===== src/design/servo_sel_pkg.sv =====
package servo_sel_pkg;

  localparam int ADDR_W = 8;
  localparam int DATA_W = 32;
  localparam int PARAM_W = 16;
  localparam int DIGIT_W = 4;
  localparam int CONN_W = 8;
  localparam int MAP_W = 3;
  localparam int SPEED_W = 16;
  localparam int SYNC_W = CONN_W + 3;

  localparam logic [ADDR_W-1:0] BASIC_FUNC_OFS = 8'h00;
  localparam logic [ADDR_W-1:0] APP_FUNC_OFS = 8'h04;
  localparam logic [ADDR_W-1:0] ENABLE_MAP_OFS = 8'h08;
  localparam logic [ADDR_W-1:0] PRESET1_OFS = 8'h0C;
  localparam logic [ADDR_W-1:0] PRESET2_OFS = 8'h10;
  localparam logic [ADDR_W-1:0] PRESET3_OFS = 8'h14;
  localparam logic [ADDR_W-1:0] STATUS_OFS = 8'h18;

  localparam logic [PARAM_W-1:0] BASIC_FUNC_RST = 16'h0000;
  localparam logic [PARAM_W-1:0] APP_FUNC_RST = 16'h0000;
  localparam logic [MAP_W-1:0] ENABLE_MAP_RST = 3'h0;
  localparam logic [SPEED_W-1:0] PRESET_RST = 16'h0000;
  localparam logic [DATA_W-1:0] RDATA_RST = 32'h0000_0000;

  localparam int ENABLE_SRC_LSB = 0;
  localparam int CTRL_MODE_LSB = 4;
  localparam logic [DIGIT_W-1:0] ENABLE_SRC_EXTERNAL = 4'h0;
  localparam logic [DIGIT_W-1:0] ENABLE_SRC_AUTO = 4'h1;

  localparam logic [DIGIT_W-1:0] MODE_SPEED = 4'h0;
  localparam logic [DIGIT_W-1:0] MODE_POSITION = 4'h1;
  localparam logic [DIGIT_W-1:0] MODE_TORQUE = 4'h2;
  localparam logic [DIGIT_W-1:0] MODE_CONTACT = 4'h3;
  localparam logic [DIGIT_W-1:0] MODE_CONTACT_SPEED = 4'h4;
  localparam logic [DIGIT_W-1:0] MODE_CONTACT_POSITION = 4'h5;
  localparam logic [DIGIT_W-1:0] MODE_CONTACT_TORQUE = 4'h6;
  localparam logic [DIGIT_W-1:0] MODE_POSITION_SPEED = 4'h7;
  localparam logic [DIGIT_W-1:0] MODE_POSITION_TORQUE = 4'h8;
  localparam logic [DIGIT_W-1:0] MODE_TORQUE_SPEED = 4'h9;

  localparam int ST_POWER_BIT = 0;
  localparam int ST_READY_BIT = 1;
  localparam int ST_CLASS_LSB = 2;
  localparam int ST_ZERO_BIT = 6;
  localparam int ST_DIR_BIT = 7;
  localparam int ST_SRC_LSB = 8;
  localparam int ST_ENABLE_BIT = 12;

  typedef enum logic [3:0] {
    CLASS_SPEED = 4'b0001,
    CLASS_POSITION = 4'b0010,
    CLASS_TORQUE = 4'b0100,
    CLASS_CONTACT = 4'b1000
  } ctrl_class_type;

  typedef enum logic [1:0] {
    PWR_OFF = 2'b01,
    PWR_ON = 2'b10
  } power_state_type;

endpackage : servo_sel_pkg


===== src/design/input_sync.sv =====
`timescale 1ns/1ps
module input_sync
  import servo_sel_pkg::*;
(
  input wire logic clk_i,
  input wire logic rstn_i,
  input wire logic [servo_sel_pkg::SYNC_W-1:0] async_i,
  output logic [servo_sel_pkg::SYNC_W-1:0] sync_o
);

  typedef struct packed {
    logic [SYNC_W-1:0] stage1;
    logic [SYNC_W-1:0] stage2;
  } sync_state_type;

  sync_state_type state;
  sync_state_type next_state;

  // Inputs idle high, so reset to the inactive level of the low-true lines.
  always_comb
  begin
    next_state = state;
    next_state.stage1 = async_i;
    next_state.stage2 = state.stage1;
  end

  always_ff @(posedge clk_i)
  begin
    if (!rstn_i)
    begin
      state.stage1 <= '1;
      state.stage2 <= '1;
    end
    else
    begin
      state <= next_state;
    end
  end

  assign sync_o = state.stage2;

endmodule : input_sync


===== src/design/servo_enable_mode_select.sv =====
// Functional notes
// - Mode 0 selects analog speed control.
// - Mode 1 selects pulse train position control.
// - Mode 2 selects analog torque control.
// - Mode 3 picks preset speeds from contacts.
// - Modes 4 and up switch between methods.
// - Enable low powers motor, high removes it.
// - Enable source 0 uses external input.
// - Enable source 1 powers after ready.
// - Enable source change waits for power cycle.
// - Enable input connector is reassignable.
//
// The address map and strobed register access were chosen for this implementation.
`timescale 1ns/1ps
module servo_enable_mode_select
  import servo_sel_pkg::*;
(
  input wire logic clk_i,
  input wire logic rstn_i,
  input wire logic [servo_sel_pkg::ADDR_W-1:0] addr_i,
  input wire logic [servo_sel_pkg::DATA_W-1:0] wdata_i,
  input wire logic wr_i,
  input wire logic rd_i,
  output logic [servo_sel_pkg::DATA_W-1:0] rdata_o,
  input wire logic power_cycle_i,
  input wire logic ready_cond_i,
  input wire logic [servo_sel_pkg::CONN_W-1:0] connector_n_i,
  input wire logic proportional_select_n_i,
  input wire logic fwd_limit_select_n_i,
  input wire logic rev_limit_select_n_i,
  output logic servo_ready_o,
  output logic motor_power_o,
  output logic speed_ctrl_o,
  output logic position_ctrl_o,
  output logic torque_ctrl_o,
  output logic contact_ctrl_o,
  output logic [servo_sel_pkg::SPEED_W-1:0] preset_speed_o,
  output logic ref_zero_o,
  output logic reverse_dir_o
);

  import servo_sel_pkg::*;

  typedef struct packed {
    logic [PARAM_W-1:0] basic_func;
    logic [PARAM_W-1:0] app_func;
    logic [DIGIT_W-1:0] enable_src;
    logic [MAP_W-1:0] enable_map;
    logic [SPEED_W-1:0] preset1;
    logic [SPEED_W-1:0] preset2;
    logic [SPEED_W-1:0] preset3;
    logic ready;
    power_state_type power;
    ctrl_class_type ctrl_class;
    logic [SPEED_W-1:0] speed;
    logic ref_zero;
    logic reverse_dir;
    logic [DATA_W-1:0] rdata;
  } main_state_type;

  main_state_type state;
  main_state_type next_state;

  logic [SYNC_W-1:0] raw_inputs;
  logic [SYNC_W-1:0] sync_inputs;
  logic [CONN_W-1:0] conn_n;
  logic pcon_n;
  logic pcl_n;
  logic ncl_n;
  logic enable_n;
  logic [DIGIT_W-1:0] mode_digit;

  assign raw_inputs = {proportional_select_n_i, fwd_limit_select_n_i,
                       rev_limit_select_n_i, connector_n_i};

  input_sync sync_inst (
    .clk_i(clk_i),
    .rstn_i(rstn_i),
    .async_i(raw_inputs),
    .sync_o(sync_inputs)
  );

  assign conn_n = sync_inputs[CONN_W-1:0];
  assign ncl_n = sync_inputs[CONN_W];
  assign pcl_n = sync_inputs[CONN_W+1];
  assign pcon_n = sync_inputs[CONN_W+2];
  assign enable_n = conn_n[state.enable_map];
  assign mode_digit = state.app_func[CTRL_MODE_LSB +: DIGIT_W];

  // Switching modes pair two methods; the proportional select contact picks
  // the second one while held low, so it no longer steers direction.
  function automatic ctrl_class_type pick_class(
    input logic [DIGIT_W-1:0] digit,
    input logic second
  );
    ctrl_class_type result;
    result = CLASS_SPEED;
    if (digit == MODE_SPEED)
      result = CLASS_SPEED;
    else if (digit == MODE_POSITION)
      result = CLASS_POSITION;
    else if (digit == MODE_TORQUE)
      result = CLASS_TORQUE;
    else if (digit == MODE_CONTACT)
      result = CLASS_CONTACT;
    else if (digit == MODE_CONTACT_SPEED)
      result = second ? CLASS_SPEED : CLASS_CONTACT;
    else if (digit == MODE_CONTACT_POSITION)
      result = second ? CLASS_POSITION : CLASS_CONTACT;
    else if (digit == MODE_CONTACT_TORQUE)
      result = second ? CLASS_TORQUE : CLASS_CONTACT;
    else if (digit == MODE_POSITION_SPEED)
      result = second ? CLASS_SPEED : CLASS_POSITION;
    else if (digit == MODE_POSITION_TORQUE)
      result = second ? CLASS_TORQUE : CLASS_POSITION;
    else if (digit == MODE_TORQUE_SPEED)
      result = second ? CLASS_SPEED : CLASS_TORQUE;
    else
      result = second ? CLASS_SPEED : CLASS_CONTACT;
    return result;
  endfunction : pick_class

  always_comb
  begin
    next_state = state;
    next_state.rdata = RDATA_RST;

    if (wr_i)
    begin
      if (addr_i == BASIC_FUNC_OFS)
        next_state.basic_func = wdata_i[PARAM_W-1:0];
      else if (addr_i == APP_FUNC_OFS)
        next_state.app_func = wdata_i[PARAM_W-1:0];
      else if (addr_i == ENABLE_MAP_OFS)
        next_state.enable_map = wdata_i[MAP_W-1:0];
      else if (addr_i == PRESET1_OFS)
        next_state.preset1 = wdata_i[SPEED_W-1:0];
      else if (addr_i == PRESET2_OFS)
        next_state.preset2 = wdata_i[SPEED_W-1:0];
      else if (addr_i == PRESET3_OFS)
        next_state.preset3 = wdata_i[SPEED_W-1:0];
    end

    if (rd_i)
    begin
      if (addr_i == BASIC_FUNC_OFS)
        next_state.rdata[PARAM_W-1:0] = state.basic_func;
      else if (addr_i == APP_FUNC_OFS)
        next_state.rdata[PARAM_W-1:0] = state.app_func;
      else if (addr_i == ENABLE_MAP_OFS)
        next_state.rdata[MAP_W-1:0] = state.enable_map;
      else if (addr_i == PRESET1_OFS)
        next_state.rdata[SPEED_W-1:0] = state.preset1;
      else if (addr_i == PRESET2_OFS)
        next_state.rdata[SPEED_W-1:0] = state.preset2;
      else if (addr_i == PRESET3_OFS)
        next_state.rdata[SPEED_W-1:0] = state.preset3;
      else if (addr_i == STATUS_OFS)
      begin
        next_state.rdata[ST_POWER_BIT] = (state.power == PWR_ON);
        next_state.rdata[ST_READY_BIT] = state.ready;
        next_state.rdata[ST_CLASS_LSB +: 4] = state.ctrl_class;
        next_state.rdata[ST_ZERO_BIT] = state.ref_zero;
        next_state.rdata[ST_DIR_BIT] = state.reverse_dir;
        next_state.rdata[ST_SRC_LSB +: DIGIT_W] = state.enable_src;
        next_state.rdata[ST_ENABLE_BIT] = enable_n;
      end
    end

    // Turning on automatically at power-up is a hazard, so the stored digit
    // only becomes live when the supplies are cycled.
    if (power_cycle_i)
      next_state.enable_src =
        state.basic_func[ENABLE_SRC_LSB +: DIGIT_W];

    next_state.ready = ready_cond_i;

    case (state.power)
      PWR_OFF:
      begin
        if (state.enable_src == ENABLE_SRC_AUTO)
        begin
          if (state.ready)
            next_state.power = PWR_ON;
        end
        else if (!enable_n)
          next_state.power = PWR_ON;
      end
      PWR_ON:
      begin
        if (state.enable_src == ENABLE_SRC_AUTO)
        begin
          if (!state.ready)
            next_state.power = PWR_OFF;
        end
        else if (enable_n)
          next_state.power = PWR_OFF;
      end
      default:
        next_state.power = PWR_OFF;
    endcase

    next_state.ctrl_class = pick_class(mode_digit, !pcon_n);

    // Limit select contacts choose one of three presets or zero reference.
    next_state.ref_zero = 1'b0;
    next_state.speed = PRESET_RST;
    if (pick_class(mode_digit, !pcon_n) == CLASS_CONTACT)
    begin
      if (!pcl_n && !ncl_n)
        next_state.speed = state.preset3;
      else if (!ncl_n)
        next_state.speed = state.preset2;
      else if (!pcl_n)
        next_state.speed = state.preset1;
      else
        next_state.ref_zero = 1'b1;
    end
    next_state.reverse_dir = (mode_digit == MODE_CONTACT) && !pcon_n;
  end

  always_ff @(posedge clk_i)
  begin
    if (!rstn_i)
    begin
      state.basic_func <= BASIC_FUNC_RST;
      state.app_func <= APP_FUNC_RST;
      state.enable_src <= ENABLE_SRC_EXTERNAL;
      state.enable_map <= ENABLE_MAP_RST;
      state.preset1 <= PRESET_RST;
      state.preset2 <= PRESET_RST;
      state.preset3 <= PRESET_RST;
      state.ready <= 1'b0;
      state.power <= PWR_OFF;
      state.ctrl_class <= CLASS_SPEED;
      state.speed <= PRESET_RST;
      state.ref_zero <= 1'b0;
      state.reverse_dir <= 1'b0;
      state.rdata <= RDATA_RST;
    end
    else
    begin
      state <= next_state;
    end
  end

  // The host must not use the enable to start or stop a moving reference;
  // this block drops power at once and offers no soft stop.
  assign motor_power_o = (state.power == PWR_ON);
  assign servo_ready_o = state.ready;
  assign speed_ctrl_o = (state.ctrl_class == CLASS_SPEED);
  assign position_ctrl_o = (state.ctrl_class == CLASS_POSITION);
  assign torque_ctrl_o = (state.ctrl_class == CLASS_TORQUE);
  assign contact_ctrl_o = (state.ctrl_class == CLASS_CONTACT);
  assign preset_speed_o = state.speed;
  assign ref_zero_o = state.ref_zero;
  assign reverse_dir_o = state.reverse_dir;
  assign rdata_o = state.rdata;

endmodule : servo_enable_mode_select


===== config.mk =====
export PLATFORM = sky130hd
export DESIGN_NAME = servo_enable_mode_select
export DESIGN_NICKNAME = d
export VERILOG_FILES = /design/src/design/servo_sel_pkg.sv /design/src/design/input_sync.sv /design/src/design/servo_enable_mode_select.sv
export SDC_FILE = /design/constraint.sdc
export NUM_CORES = 1
export LEC_CHECK = 0
export BUFFER_PORTS_ARGS = -buffer_cell sky130_fd_sc_hd__buf_2
export CAP_MARGIN = 15
export CORE_MARGIN = 8
export CORE_UTILIZATION = 45
export DETAILED_ROUTE_END_ITERATION = 8
export PLACE_DENSITY_LB_ADDON = 0.12
export REMOVE_ABC_BUFFERS = 1
export SYNTH_ARGS = -nofsm -noshare
export SYNTH_HDL_FRONTEND = slang
export SYNTH_SLANG_ARGS = --single-unit
export TNS_END_PERCENT = 1

===== constraint.sdc =====
create_clock -name clk_i -period 1.95 [get_ports clk_i]
set_input_delay 0.195 -clock clk_i [delete_from_list [all_inputs] [get_ports clk_i]]
set_output_delay 0.195 -clock clk_i [all_outputs]
set_load 0.01 [all_outputs]

Yosys cells after proc, flatten, opt, wreduce, memory -nomap -nowiden
Cells that the tools add are included.
{"block": "word_totals", "ff_bits": 166, "latch_bits": 0, "ram_bits": 0, "romBits": 0, "input_bits": 57, "output_inout_bits": 56, "elab_cells": 108, "n_memories": 0}
{"block": "classes", "n_addsub": 0, "multipliers": 0, "n_div": 0, "n_lt_le_gt_ge": 1, "eq_ne": 27, "shifts": 0, "muxes": 38, "bitwise_logic": 8, "reduce_logical": 17}
{"op": "$mux W16", "count": 7}
{"op": "$mux W4", "count": 13}
{"op": "$mux W13", "count": 3}
{"op": "$eq A8 B5 Y1 const B", "count": 3}
{"op": "$eq A4 B3 Y1 const B", "count": 5}
{"op": "$eq A4 B4 Y1 const B", "count": 4}
{"op": "$eq A8 B4 Y1 const B", "count": 2}
{"op": "$mux W2", "count": 7}
{"op": "$eq A4 B1 Y1 const B", "count": 3}
{"op": "$eq A4 B2 Y1 const B", "count": 3}
{"op": "$mux W3", "count": 4}
{"op": "$ne A3 B3 Y1 const B", "count": 3}
{"op": "$eq A8 B3 Y1 const B", "count": 1}
{"op": "$logic_not A8 Y1", "count": 1}
{"op": "$not A1 Y1", "count": 8}
{"op": "$reduce_and A4 Y1", "count": 2}
{"op": "$reduce_and A7 Y1", "count": 1}
{"op": "$reduce_and A2 Y1", "count": 3}
{"op": "$reduce_and A6 Y1", "count": 1}
{"op": "$reduce_and A5 Y1", "count": 1}
{"op": "$logic_not A4 Y1", "count": 1}
{"op": "$lt A3 B4 Y1 const B", "count": 1}
{"op": "$pmux W2 S2", "count": 1}
{"op": "$reduce_or A4 Y1", "count": 1}
{"op": "8 further kinds", "count": 12}

Depth between registers and ports, before layout
Gate-level depths: netlist (run 1).
{"block": "logic_depth", "ltp_word": 14, "depth_mapped": 6, "depth_no_buf": 5}

Modules after synthesis
Synthesis (run 1) repeated with hierarchy kept, for this count alone.
{"block": "hier_totals", "hier_cells": 704, "area_unflattened_um2": 6870.3}
{"mod": "servo_enable_mode_select", "instances": 1, "cells_per_inst": 658, "area_per_inst_um2": 6277.3, "seq_area_each_um2": 2562.5}
{"mod": "input_sync", "instances": 1, "cells_per_inst": 46, "area_per_inst_um2": 593.1, "seq_area_each_um2": 440.4}

Least setup slack after synthesis (run 1)
No wires, ideal clock.
{"block": "synth_path", "kind": "reg-to-reg", "startpoint": "register state[105] in the netlist's numbering", "endpoint": "register state[54] in the netlist's numbering", "setup_time_ns": 0.118, "t_arrival_ns": 1.422, "t_required_ns": 1.832, "setup_slack_ns": 0.410, "stages_incl_launch_ff": 5, "path_buffers": 0, "synth_period_minus_slack_ns": 1.540, "cell_sequence": "dfxtp_1 > mux4_2 > mux2_2 > a211oi_2 > inv_1"}
{"block": "synth_via", "elab_chain_cells": 4, "word_cells_on_any_way": 5, "cone_classes": "eq/ne (2); mux (2); reduce/logical (1)"}
{"item": "start: declaration", "line_no": "servo_enable_mode_select.sv:61", "text": "main_state_type state;"}
{"item": "start signal: assignment", "line_no": "servo_enable_mode_select.sv:243", "text": "state <= next_state;"}
{"item": "$bmux W1 S3 *", "line_no": "servo_enable_mode_select.sv:87", "text": "assign enable_n = conn_n[state.enable_map];"}
{"item": "$mux W1 (implied by the code) *", "line_no": "servo_enable_mode_select.sv:87"}
{"item": "$ne A3 B3 Y1 (no source line) / $ne A3 B1 Y1 (equally long branches)"}
{"item": "$reduce_and A4 Y1 (no source line) *"}
Every way passes the cells marked *; elsewhere a longest branch is shown, timed or not. The select of a mux whose other input is x is not followed.
A chain may end at the register's enable or synchronous reset.

Worst setup path in the final report (run 1)
{"block": "layout_path", "startpoint": "register state[105] in the netlist's numbering", "endpoint": "register state, in the netlist rdata_o[12]"}
{"block": "layout_via", "elab_chain_cells": 9}
{"item": "$bmux W1 S3", "line_no": "servo_enable_mode_select.sv:87"}
{"item": "$mux W1 (implied by the code)", "line_no": "servo_enable_mode_select.sv:87"}
{"item": "$mux W13", "line_no": "servo_enable_mode_select.sv:158", "text": "else if (addr_i == STATUS_OFS)"}
{"item": "$mux W13", "line_no": "servo_enable_mode_select.sv:156", "text": "else if (addr_i == PRESET3_OFS)"}
{"item": "$mux W16", "line_no": "servo_enable_mode_select.sv:154", "text": "else if (addr_i == PRESET2_OFS)"}
{"item": "$mux W16", "line_no": "servo_enable_mode_select.sv:152", "text": "else if (addr_i == PRESET1_OFS)"}
{"item": "$mux W13", "line_no": "servo_enable_mode_select.sv:150", "text": "else if (addr_i == ENABLE_MAP_OFS)"}
{"item": "$mux W16", "line_no": "servo_enable_mode_select.sv:148", "text": "else if (addr_i == APP_FUNC_OFS)"}
{"item": "$mux W16", "line_no": "servo_enable_mode_select.sv:146", "text": "if (addr_i == BASIC_FUNC_OFS)"}
Every way passes these cells. The select of a mux whose other input is x is not followed.

==> reports/metrics.cfg, run 1 <==
[outcome]
outcome = finished, final reports clean

[detailed_routing]
drc = 0
vias = 5078
first_pass_iters = 5
drt_iter0_drc = 413
route.detailed.wl_per_inst_um = 17.2
ant_nets = 0
via_per_inst = 5.35
wirelength_um = 16300

[cts]
numCtsBuffers = 17
clk_pin_slew_worst_paths_ns = 0.06
cts_sinks = 150
clk_latency_ns = 0.42
htree_levels = 4
clockBufferDepth = 2
tritoncts = done
cts-root-buf = clkbuf_16

[logic_synthesis]
syn-cell-area_um2 = 6290
ys_seq_area_frac = 0.477
yosysWarnings = 0
avgSynthCellArea_um2 = 9.06
synth_ff_type = dfxtp_1
synth_seq_cells = 150
syn_inst = 694
ys_types = 42
async_flop_share = 0
synth_edf_count = 0

[critical_path]
cp.required_ns = 2.25
cp-end-kind = flop
reg2reg_to = rdata_o[12]$_SDFF_PN0_
reg2regPathDepth = 4
crit_type = flop to flop
regToRegSetupSlack_ns = 0.27
slowest_delay_ns = 0.51
slowest_stage = mux4_2
rr_startpoint = state[105]$_SDFFE_PN0P_
path_cells = mux4_2 > mux2_2 > a31oi_1 > o32ai_1
cp-start-kind = flop
worstPathArrival_ns = 1.98
critPathMaxFanout = 4

[layout]
nFillCells = 1307
multi_input_area_um2 = 2750
syn_to_final_growth_pct = 19.7
n_antenna_cell = 0
finalNetCount = 815
seq_area_um2 = 3000
drive_gt1_frac = 0.223

[timing]
worstMarginPinSlew_ns = 0.675
setup_viol = 0
post-route-min-period_ns = 1.68
finalHoldViolations = 0
skew_ns = 0.00843
finalMaxSlewViolations = 0
finalHoldWorstSlack_ns = 0.126
rsz0062_at_grt = no
period_share = 0.860
setup-tns-final_ns = 0
slew_headroom = 0.549
max_freq_mhz = 596

[place]
io_buffers = 80
gp_congestion = 0.842
dpl.hpwl_um = 11500

[die]
io_pins = 113
num_rows = 43
core_area_um2 = 13800
die_area_um2 = 18000
start_util = 0.457
die_height_um = 134
dieWidth_um = 134

[global_route]
grt_pass1_vias = 5208
grt_usage = 0.185
grt_pass1_wl_um = 26200
antenna_found_initial = 0
grt_overflow = 0
grt_max_degree = 55

[worst_hold_path]
worstHoldStart = wdata_i[10]
min_path_type = input port to flop
min_to = state[122]$_SDFFE_PN0P_
hold-path-cell-count = 3

[power_and_ir_drop]
p_leak_nw = 3.09
power.density_nw_per_um2 = 933
fin_total_pwr_mw = 7.02
peakVddDrop_uv = 856

[flow_run]
cap_violations = 0

## flip-flops by register name (all words and copies together) (netlist names)
name                  count
state                    89
reverse_dir_o             1
servo_ready_o             1
mode_digit                4
sync_inst.sync_o         11
ref_zero_o                1
preset_speed_o           16
rdata_o                  16
sync_inst.next_state     11
## timing repair
action	4_1_cts	5_1_grt
endpoints found under the hold margin	12	0
buffers inserted	0	0
gates resized for setup	0	0
hold buffers	12	0
## cells in the final DEF, fill, tap and decap left out, types with 12 or more instances in the layout
cell type,Yosys,routed
o21ai_0,84,84
nor2b_1,14,14
dfxtp_1,150,150
nor2_1,50,50
buf_2,11,79
mux2i_1,36,36
nand2b_1,24,24
dlygate4sd3_1,0,12
clkbuf_16,0,17
conb_1,1,16
a21oi_1,33,33
nand2_1,22,22
nand3_1,85,85
buf_4,48,40
## layer usage
layer,track usage,wire [um],vias to the layer above
met2,0.303,7850,168
met5,0,0,-
met1,0.222,7230,2364
li1,-,-,2514
met3,0.0535,890,32
met4,0.0755,355,0
## cell type report
cell class                 count  share of cell area
clock buffer                  22              0.0630
inverter                       2            0.000998
clock inverter                 9              0.0229
timing repair buffer         135               0.119
tap                          180              0.0299
multi-input combinational    452               0.365
sequential                   150               0.399
## metrics by stage
stage / cell area (um2) / utilization / setup slack [ns] / std cells
6_report: 7530 / 0.546 / 0.273 / 950
5_1_grt: 7530 / 0.546 / 0.176 / 950
4_1_cts: 7530 / 0.546 / 0.267 / 950
3_5_place_dp: 6760 / 0.491 / 0.286 / 907
3_3_place_gp: 6760 / 0.491 / 0.285 / 907
2_1_floorplan: 5760 / - / 0.151 / 604
## Yosys cell counts, drive strengths merged, types with 3 or more instances
master    n  area (um2)
nand3    85         425
mux2     11         124
a22oi    11        82.6
mux2i    36         360
a211oi    5        42.5
nor2     50         188
clkbuf   33         124
mux4      5         113
a21o      9        67.6
nor2b    14        87.6
o21ai    85         425
nand2    22        82.6
dfxtp   150        3000
nand2b   24         150
and2      4        25.0
o32ai    11        96.3
buf      72         464
a21oi    33         165
nor4b     6        52.6
nor3      3        15.0
nand4     4        25.0
## worst max path at each step
| stage | start | end | depth (start not counted) |
|---|---|---|---|
| after global routing | state[105]$_SDFFE_PN0P_ | state[54]$_SDFFE_PN1P_ | 4 |
| after CTS | state[105]$_SDFFE_PN0P_ | rdata_o[12]$_SDFF_PN0_ | 4 |
| after floorplan | addr_i[1] | state[57]$_SDFFE_PN0P_ | 4 |
| after detailed placement | state[105]$_SDFFE_PN0P_ | rdata_o[12]$_SDFF_PN0_ | 4 |
| final | state[105]$_SDFFE_PN0P_ | rdata_o[12]$_SDFF_PN0_ | 4 |
| after global placement | state[105]$_SDFFE_PN0P_ | rdata_o[12]$_SDFF_PN0_ | 4 |
## report_power, final
part	total (mW)	switching, mW	internal (mW)
combinational	0.364	0.217	0.148
clock	3.56	1.20	2.36
sequential	3.10	0.0100	3.09
## critical path: cells and delay by family, from the launching register on
kind	cells	cell delay, ns
AO/OA/AOI/OAI	2	0.32
flip-flops	1	0.42
multiplexers	2	0.82
## cells by family after synthesis
kind of cell	share of synthesized area
buffers and inverters	0.0947
multiplexers	0.0949
AO/OA/AOI/OAI	0.152
flip-flops	0.477
AND/OR/NAND/NOR	0.180
other	0.000596
Power figures use the tool's default switching activity.
==> run 2: changes to the inputs <==
--- a/config.mk
+++ b/config.mk
@@ -9,6 +9,7 @@
 export CAP_MARGIN = 15
 export CORE_MARGIN = 8
 export CORE_UTILIZATION = 45
+export CTS_BUF_LIST = sky130_fd_sc_hd__clkbuf_4
 export DETAILED_ROUTE_END_ITERATION = 8
 export PLACE_DENSITY_LB_ADDON = 0.12
 export REMOVE_ABC_BUFFERS = 1
==> reports/metrics.cfg, run 2 (same netlist as run 1, synthesis figures left out) <==
[outcome]
outcome = finished, final reports clean

[die]
num_rows = 43  ; unchanged
die_height_um = 134  ; unchanged
io_pins = 113  ; unchanged
core_area_um2 = 13800  ; unchanged
start_util = 0.457  ; unchanged
die_area_um2 = 18000  ; unchanged
dieWidth_um = 134  ; unchanged

[place]
gp_congestion = 0.842  ; unchanged
dpl.hpwl_um = 11500  ; unchanged
io_buffers = 80  ; unchanged
pre_cts_ws_ns = 0.286  ; unchanged

[power_and_ir_drop]
power_switching_mw = 1.27  ; -11%
clkPwrFrac = 0.386  ; -0.121
combPwrFrac = 0.068  ; +0.016
seqPwrFrac = 0.547  ; +0.105
fin_total_pwr_mw = 5.67  ; -19%
p_int_mw = 4.40  ; -21%
peakVddDrop_uv = 528  ; -38%
power.density_nw_per_um2 = 773  ; -17%
p_leak_nw = 3.00  ; -2.8%
switching_share = 0.224  ; +0.0205

[timing]
rsz0062_at_grt = no
finalMaxSlewViolations = 0  ; unchanged
post-route-min-period_ns = 1.67  ; -0.00400 ns
setup_viol = 0  ; unchanged
setup-tns-final_ns = 0  ; unchanged
finalHoldViolations = 0  ; unchanged
max_freq_mhz = 598  ; +0.24%
period_share = 0.858  ; -0.00205
slew_headroom = 0.566  ; +0.0165
finalHoldWorstSlack_ns = 0.0369  ; -0.0887 ns
worstMarginPinSlew_ns = 0.650  ; -0.0247 ns
skew_ns = 0.0188  ; +0.0104 ns
timing.final.ws_setup_ns = 0.277  ; +0.00400 ns

[cts]
cts_sinks = 150  ; unchanged
clockBufferDepth = 2  ; unchanged
cts-root-buf = clkbuf_4
clk_pin_slew_worst_paths_ns = 0.11  ; +0.05 ns
tritoncts = done
htree_levels = 4  ; unchanged
numCtsBuffers = 17  ; unchanged
clk_latency_ns = 0.55  ; +0.13 ns

[global_route]
grt_pass1_wl_um = 26100  ; -0.45%
grt_usage = 0.183  ; -0.00223
antenna_found_initial = 0  ; unchanged
grt_overflow = 0  ; unchanged
grt_pass1_vias = 5180  ; -0.54%
grt_max_degree = 55  ; unchanged

[critical_path]
crit_type = flop to flop
rr_startpoint = state[105]$_SDFFE_PN0P_
cp.required_ns = 2.38  ; +0.13 ns
critPathMaxFanout = 4  ; unchanged
regToRegSetupSlack_ns = 0.28  ; about the same
cp-end-kind = flop
cp-start-kind = flop
reg2regPathDepth = 4  ; unchanged
worstPathArrival_ns = 2.11  ; +0.13 ns
reg2reg_to = rdata_o[12]$_SDFF_PN0_

[detailed_routing]
dr_wl_met3_um = 834  ; -6.3%
top_layer = met4
first_pass_iters = 5  ; unchanged
wirelength_um = 16200  ; -0.63%
drt_iter0_drc = 413  ; unchanged
dr_wl_met2_um = 7780  ; -0.85%
route.detailed.wl_per_inst_um = 16.8  ; -2.0%
via_per_inst = 5.31  ; -0.75%
routedLengthMet1_um = 7280  ; +0.69%
vias = 5109  ; +0.61%
ant_nets = 0  ; unchanged
drc = 0  ; unchanged

[layout]
finalNetCount = 828  ; +1.6%
nFillCells = 1338  ; +2.4%
layout_commonest_cell = dfxtp_1
regMostFlops = state
n_antenna_cell = 0  ; unchanged
largest_register_ffs = 89  ; unchanged
syn_to_final_growth_pct = 16.6
drive_gt1_frac = 0.218  ; -0.00499
final_cell_mix = 150 x dfxtp_1, 85 x nand3_1, 84 x o21ai_0

[worst_hold_path]
min_to = state[131]$_SDFFE_PN0P_
worstHoldStart = wdata_i[3]
min_path_type = input port to flop
hold-path-cell-count = 3  ; unchanged

[flow_run]
cap_violations = 0  ; unchanged

-- run 2: changes by cell type in the layout (fill, tap and decap cells not counted) --
cell	previous run	this run
clkinv_1	0	3
clkbuf_1	2	0
clkbuf_4	0	19
clkbuf_16	17	0
dlygate4sd3_1	12	25
clkbuf_8	3	0
-- run 2: power by group through the flow --
stage          Sequential, mW  Combinational [mW]  Clock, mW
2_1_floorplan            3.17               0.124          0
3_3_place_gp             3.17               0.338          0
3_5_place_dp             3.17               0.342          0
4_1_cts                  3.10               0.381       2.24
5_1_grt                  3.10               0.415       2.38
6_report                 3.10               0.383       2.19
-- run 2: worst max-delay path by stage --
stage / from / to / slack (ns)
2_1_floorplan: addr_i[1] / state[57]$_SDFFE_PN0P_ / 0.15
3_3_place_gp: state[105]$_SDFFE_PN0P_ / rdata_o[12]$_SDFF_PN0_ / 0.29
3_5_place_dp: state[105]$_SDFFE_PN0P_ / rdata_o[12]$_SDFF_PN0_ / 0.29
4_1_cts: state[105]$_SDFFE_PN0P_ / rdata_o[12]$_SDFF_PN0_ / 0.27
5_1_grt: state[105]$_SDFFE_PN0P_ / state[54]$_SDFFE_PN1P_ / 0.17
6_report: state[105]$_SDFFE_PN0P_ / rdata_o[12]$_SDFF_PN0_ / 0.28
-- run 2: final cells by class --
type	instances	area, um2	share of cell area
well taps	180	225	0.0307
clock inverters	12	184	0.0251
flip-flops and latches	150	3000	0.409
multi-input cells	452	2750	0.375
inverters	2	7.51	0.00102
clock buffers	19	143	0.0194
repair buffers	148	1030	0.140
-- run 2: worst max-delay path, stage by stage (launching register included) --
cell and delay (ns):
dfxtp_1 0.43, mux4_2 0.51, mux2_2 0.31, a31oi_1 0.20, o32ai_1 0.11
-- run 2: what timing repair did --
action,in CTS,in global routing
gates resized for setup,0,0
buffers inserted,0,0
endpoints found under the hold margin,60,0
hold buffers,25,0
-- run 2: per-layer routing --
layer | up-vias | GRT usage
li1 | 2539 | -
met1 | 2396 | 0.224
met2 | 147 | 0.302
met3 | 27 | 0.0471
met4 | 0 | 0.0680
met5 | - | 0
-- run 2: stage by stage --
step / util / instances / instance area, um2
after floorplan: - / 604 / 5760
after global placement: 0.491 / 907 / 6760
after detailed placement: 0.491 / 907 / 6760
after CTS: 0.533 / 963 / 7340
after global routing: 0.533 / 963 / 7340
final: 0.533 / 963 / 7340
==> run 3: changes to the inputs <==
--- a/config.mk
+++ b/config.mk
@@ -12,7 +12,6 @@
 export CTS_BUF_LIST = sky130_fd_sc_hd__clkbuf_4
 export DETAILED_ROUTE_END_ITERATION = 8
 export PLACE_DENSITY_LB_ADDON = 0.12
-export REMOVE_ABC_BUFFERS = 1
 export SYNTH_ARGS = -nofsm -noshare
 export SYNTH_HDL_FRONTEND = slang
 export SYNTH_SLANG_ARGS = --single-unit
==> reports/metrics.cfg, run 3 (same netlist as run 1, synthesis figures left out) <==
[outcome]
outcome = finished, final reports clean

[power_and_ir_drop]
p_leak_nw = 2.87  ; -4.3%
power.density_nw_per_um2 = 744  ; -3.7%
peakVddDrop_uv = 491  ; -7.1%

[timing]
slew_headroom = 0.644  ; +0.0785
worstMarginPinSlew_ns = 0.533  ; -0.116 ns
max_freq_mhz = 564  ; -5.6%
period_share = 0.909  ; +0.0511
setup-tns-final_ns = 0  ; unchanged
skew_ns = 0.0110  ; -0.00783 ns
finalMaxSlewViolations = 0  ; unchanged
post-route-min-period_ns = 1.77  ; +0.0996 ns
finalHoldViolations = 0  ; unchanged
rsz0062_at_grt = no
setup_viol = 0  ; unchanged

[layout]
layout_commonest_cell = dfxtp_1
syn_to_final_growth_pct = 13.0
nFillCells = 1359  ; +1.6%
largest_register_ffs = 89  ; unchanged
finalInstanceArea_um2 = 7110  ; -3.1%
regMostFlops = state
drive_gt1_frac = 0.207  ; -0.0119
final_cell_mix = 150 x dfxtp_1, 85 x nand3_1, 84 x o21ai_0
finalNetCount = 809  ; -2.3%

[die]
dieWidth_um = 134  ; unchanged
io_pins = 113  ; unchanged
die_height_um = 134  ; unchanged
num_rows = 43  ; unchanged
die_area_um2 = 18000  ; unchanged
start_util = 0.457  ; unchanged
core_area_um2 = 13800  ; unchanged

[global_route]
grt_overflow = 0  ; unchanged
grt_pass1_vias = 4806  ; -7.2%
grt_pass1_wl_um = 25800  ; -1.1%
grt_max_degree = 133  ; +140%
grt_usage = 0.184  ; +0.00126
antenna_found_initial = 1  ; +1

[detailed_routing]
ant_nets = 0  ; unchanged
wirelength_um = 16200  ; -0.18%
drt_iter0_drc = 380  ; -8.0%
drc = 0  ; unchanged
route.detailed.wl_per_inst_um = 17.1  ; +1.6%
via_per_inst = 5.29  ; -0.37%
vias = 5000  ; -2.1%
first_pass_iters = 5  ; unchanged

[cts]
postCtsResizedCells = 0  ; unchanged
postCtsSetupBuffers = 0  ; unchanged
clk_pin_slew_worst_paths_ns = 0.12  ; about the same
numCtsBuffers = 17  ; unchanged
clockBufferDepth = 2  ; unchanged
htree_levels = 4  ; unchanged
clk_latency_ns = 0.55  ; about the same
cts-hold-fix-buffers = 19  ; -24%
cts-root-buf = clkbuf_4
tritoncts = done
cts_sinks = 150  ; unchanged

[place]
gp_congestion = 0.894  ; +6.1%
io_buffers = 80  ; unchanged
dpl.hpwl_um = 11200  ; -2.8%
placed_cell_area_um2 = 6650  ; -1.6%

[flow_run]
cap_violations = 0  ; unchanged

[critical_path]
cp.required_ns = 2.44  ; +0.06 ns
rr_startpoint = mode_digit[0]$_SDFFE_PN0P_
setup.worst_path.start = mode_digit[0]$_SDFFE_PN0P_
cp-start-kind = flop
critPathMaxFanout = 16  ; +12
crit_type = flop to flop
cp-end-kind = flop
worstPathArrival_ns = 2.26  ; +0.15 ns

[worst_hold_path]
min_path_type = input port to flop
worstHoldStart = wdata_i[5]

-- run 3: changes by cell type in the layout (fill, tap and decap cells not counted), sizes merged --
cell,change
buf,-13
diode,+1
bufinv,-3
dlygate4sd3,-6
inv,+1
clkbuf,-2
clkinv,+2
clkinvlp,+3
-- run 3: area by class of cell --
type / count / area [um2] / share of cell area
diodes: 1 / 2.50 / 0.000352
clock buffers: 17 / 128 / 0.0180
clock inverters: 15 / 138 / 0.0194
inverters: 2 / 7.51 / 0.00106
multi-input cells: 452 / 2750 / 0.387
flip-flops and latches: 150 / 3000 / 0.423
well taps: 180 / 225 / 0.0317
repair buffers: 129 / 856 / 0.120
-- run 3: metal layers --
metal	vias to the layer above	global-route usage	wire length [um]	share of wire
met5	-	0	0	0
met4	0	0.0649	237	0.015
met3	20	0.0598	1240	0.077
met2	170	0.284	7420	0.46
met1	2308	0.235	7290	0.45
li1	2502	-	-	-
-- run 3: worst paths after layout --
path,endpoint,slack (ns),cells after the start
worst min-delay path,state[78]$_SDFFE_PN0P_,0.06,3
worst min register to register,sync_inst.sync_o[0]$_SDFF_PN1_,0.41,1
worst max register to register,preset_speed_o[3]$_SDFF_PN0_,0.18,5
worst max-delay path,preset_speed_o[3]$_SDFF_PN0_,0.18,5
-- run 3: power by group --
part / switching [mW] / total, mW / internal [mW]
clock: 1.09 / 1.83 / 0.738
sequential: 0.00917 / 3.10 / 3.09
combinational: 0.215 / 0.360 / 0.145
-- run 3: worst max-delay path, cell delays in order (launching register included) --
cell,delay [ns]
dfxtp_1,0.53
or3b_2,0.47
a21boi_0,0.18
o21ai_1,0.17
buf_4,0.27
nor2_1,0.11
-- run 3: metrics by stage --
step            util  power, mW  hold WS (ns)  instances  setup WS (ns)
6_report       0.516       5.29        0.0627        946          0.177
5_1_grt        0.516       5.52        0.0194        946         0.0511
4_1_cts        0.516       5.35       0.00296        945          0.180
3_5_place_dp   0.483       3.50         0.379        894          0.215
3_3_place_gp   0.483       3.49         0.375        894          0.236
2_1_floorplan      -       3.39         0.296        709          0.410
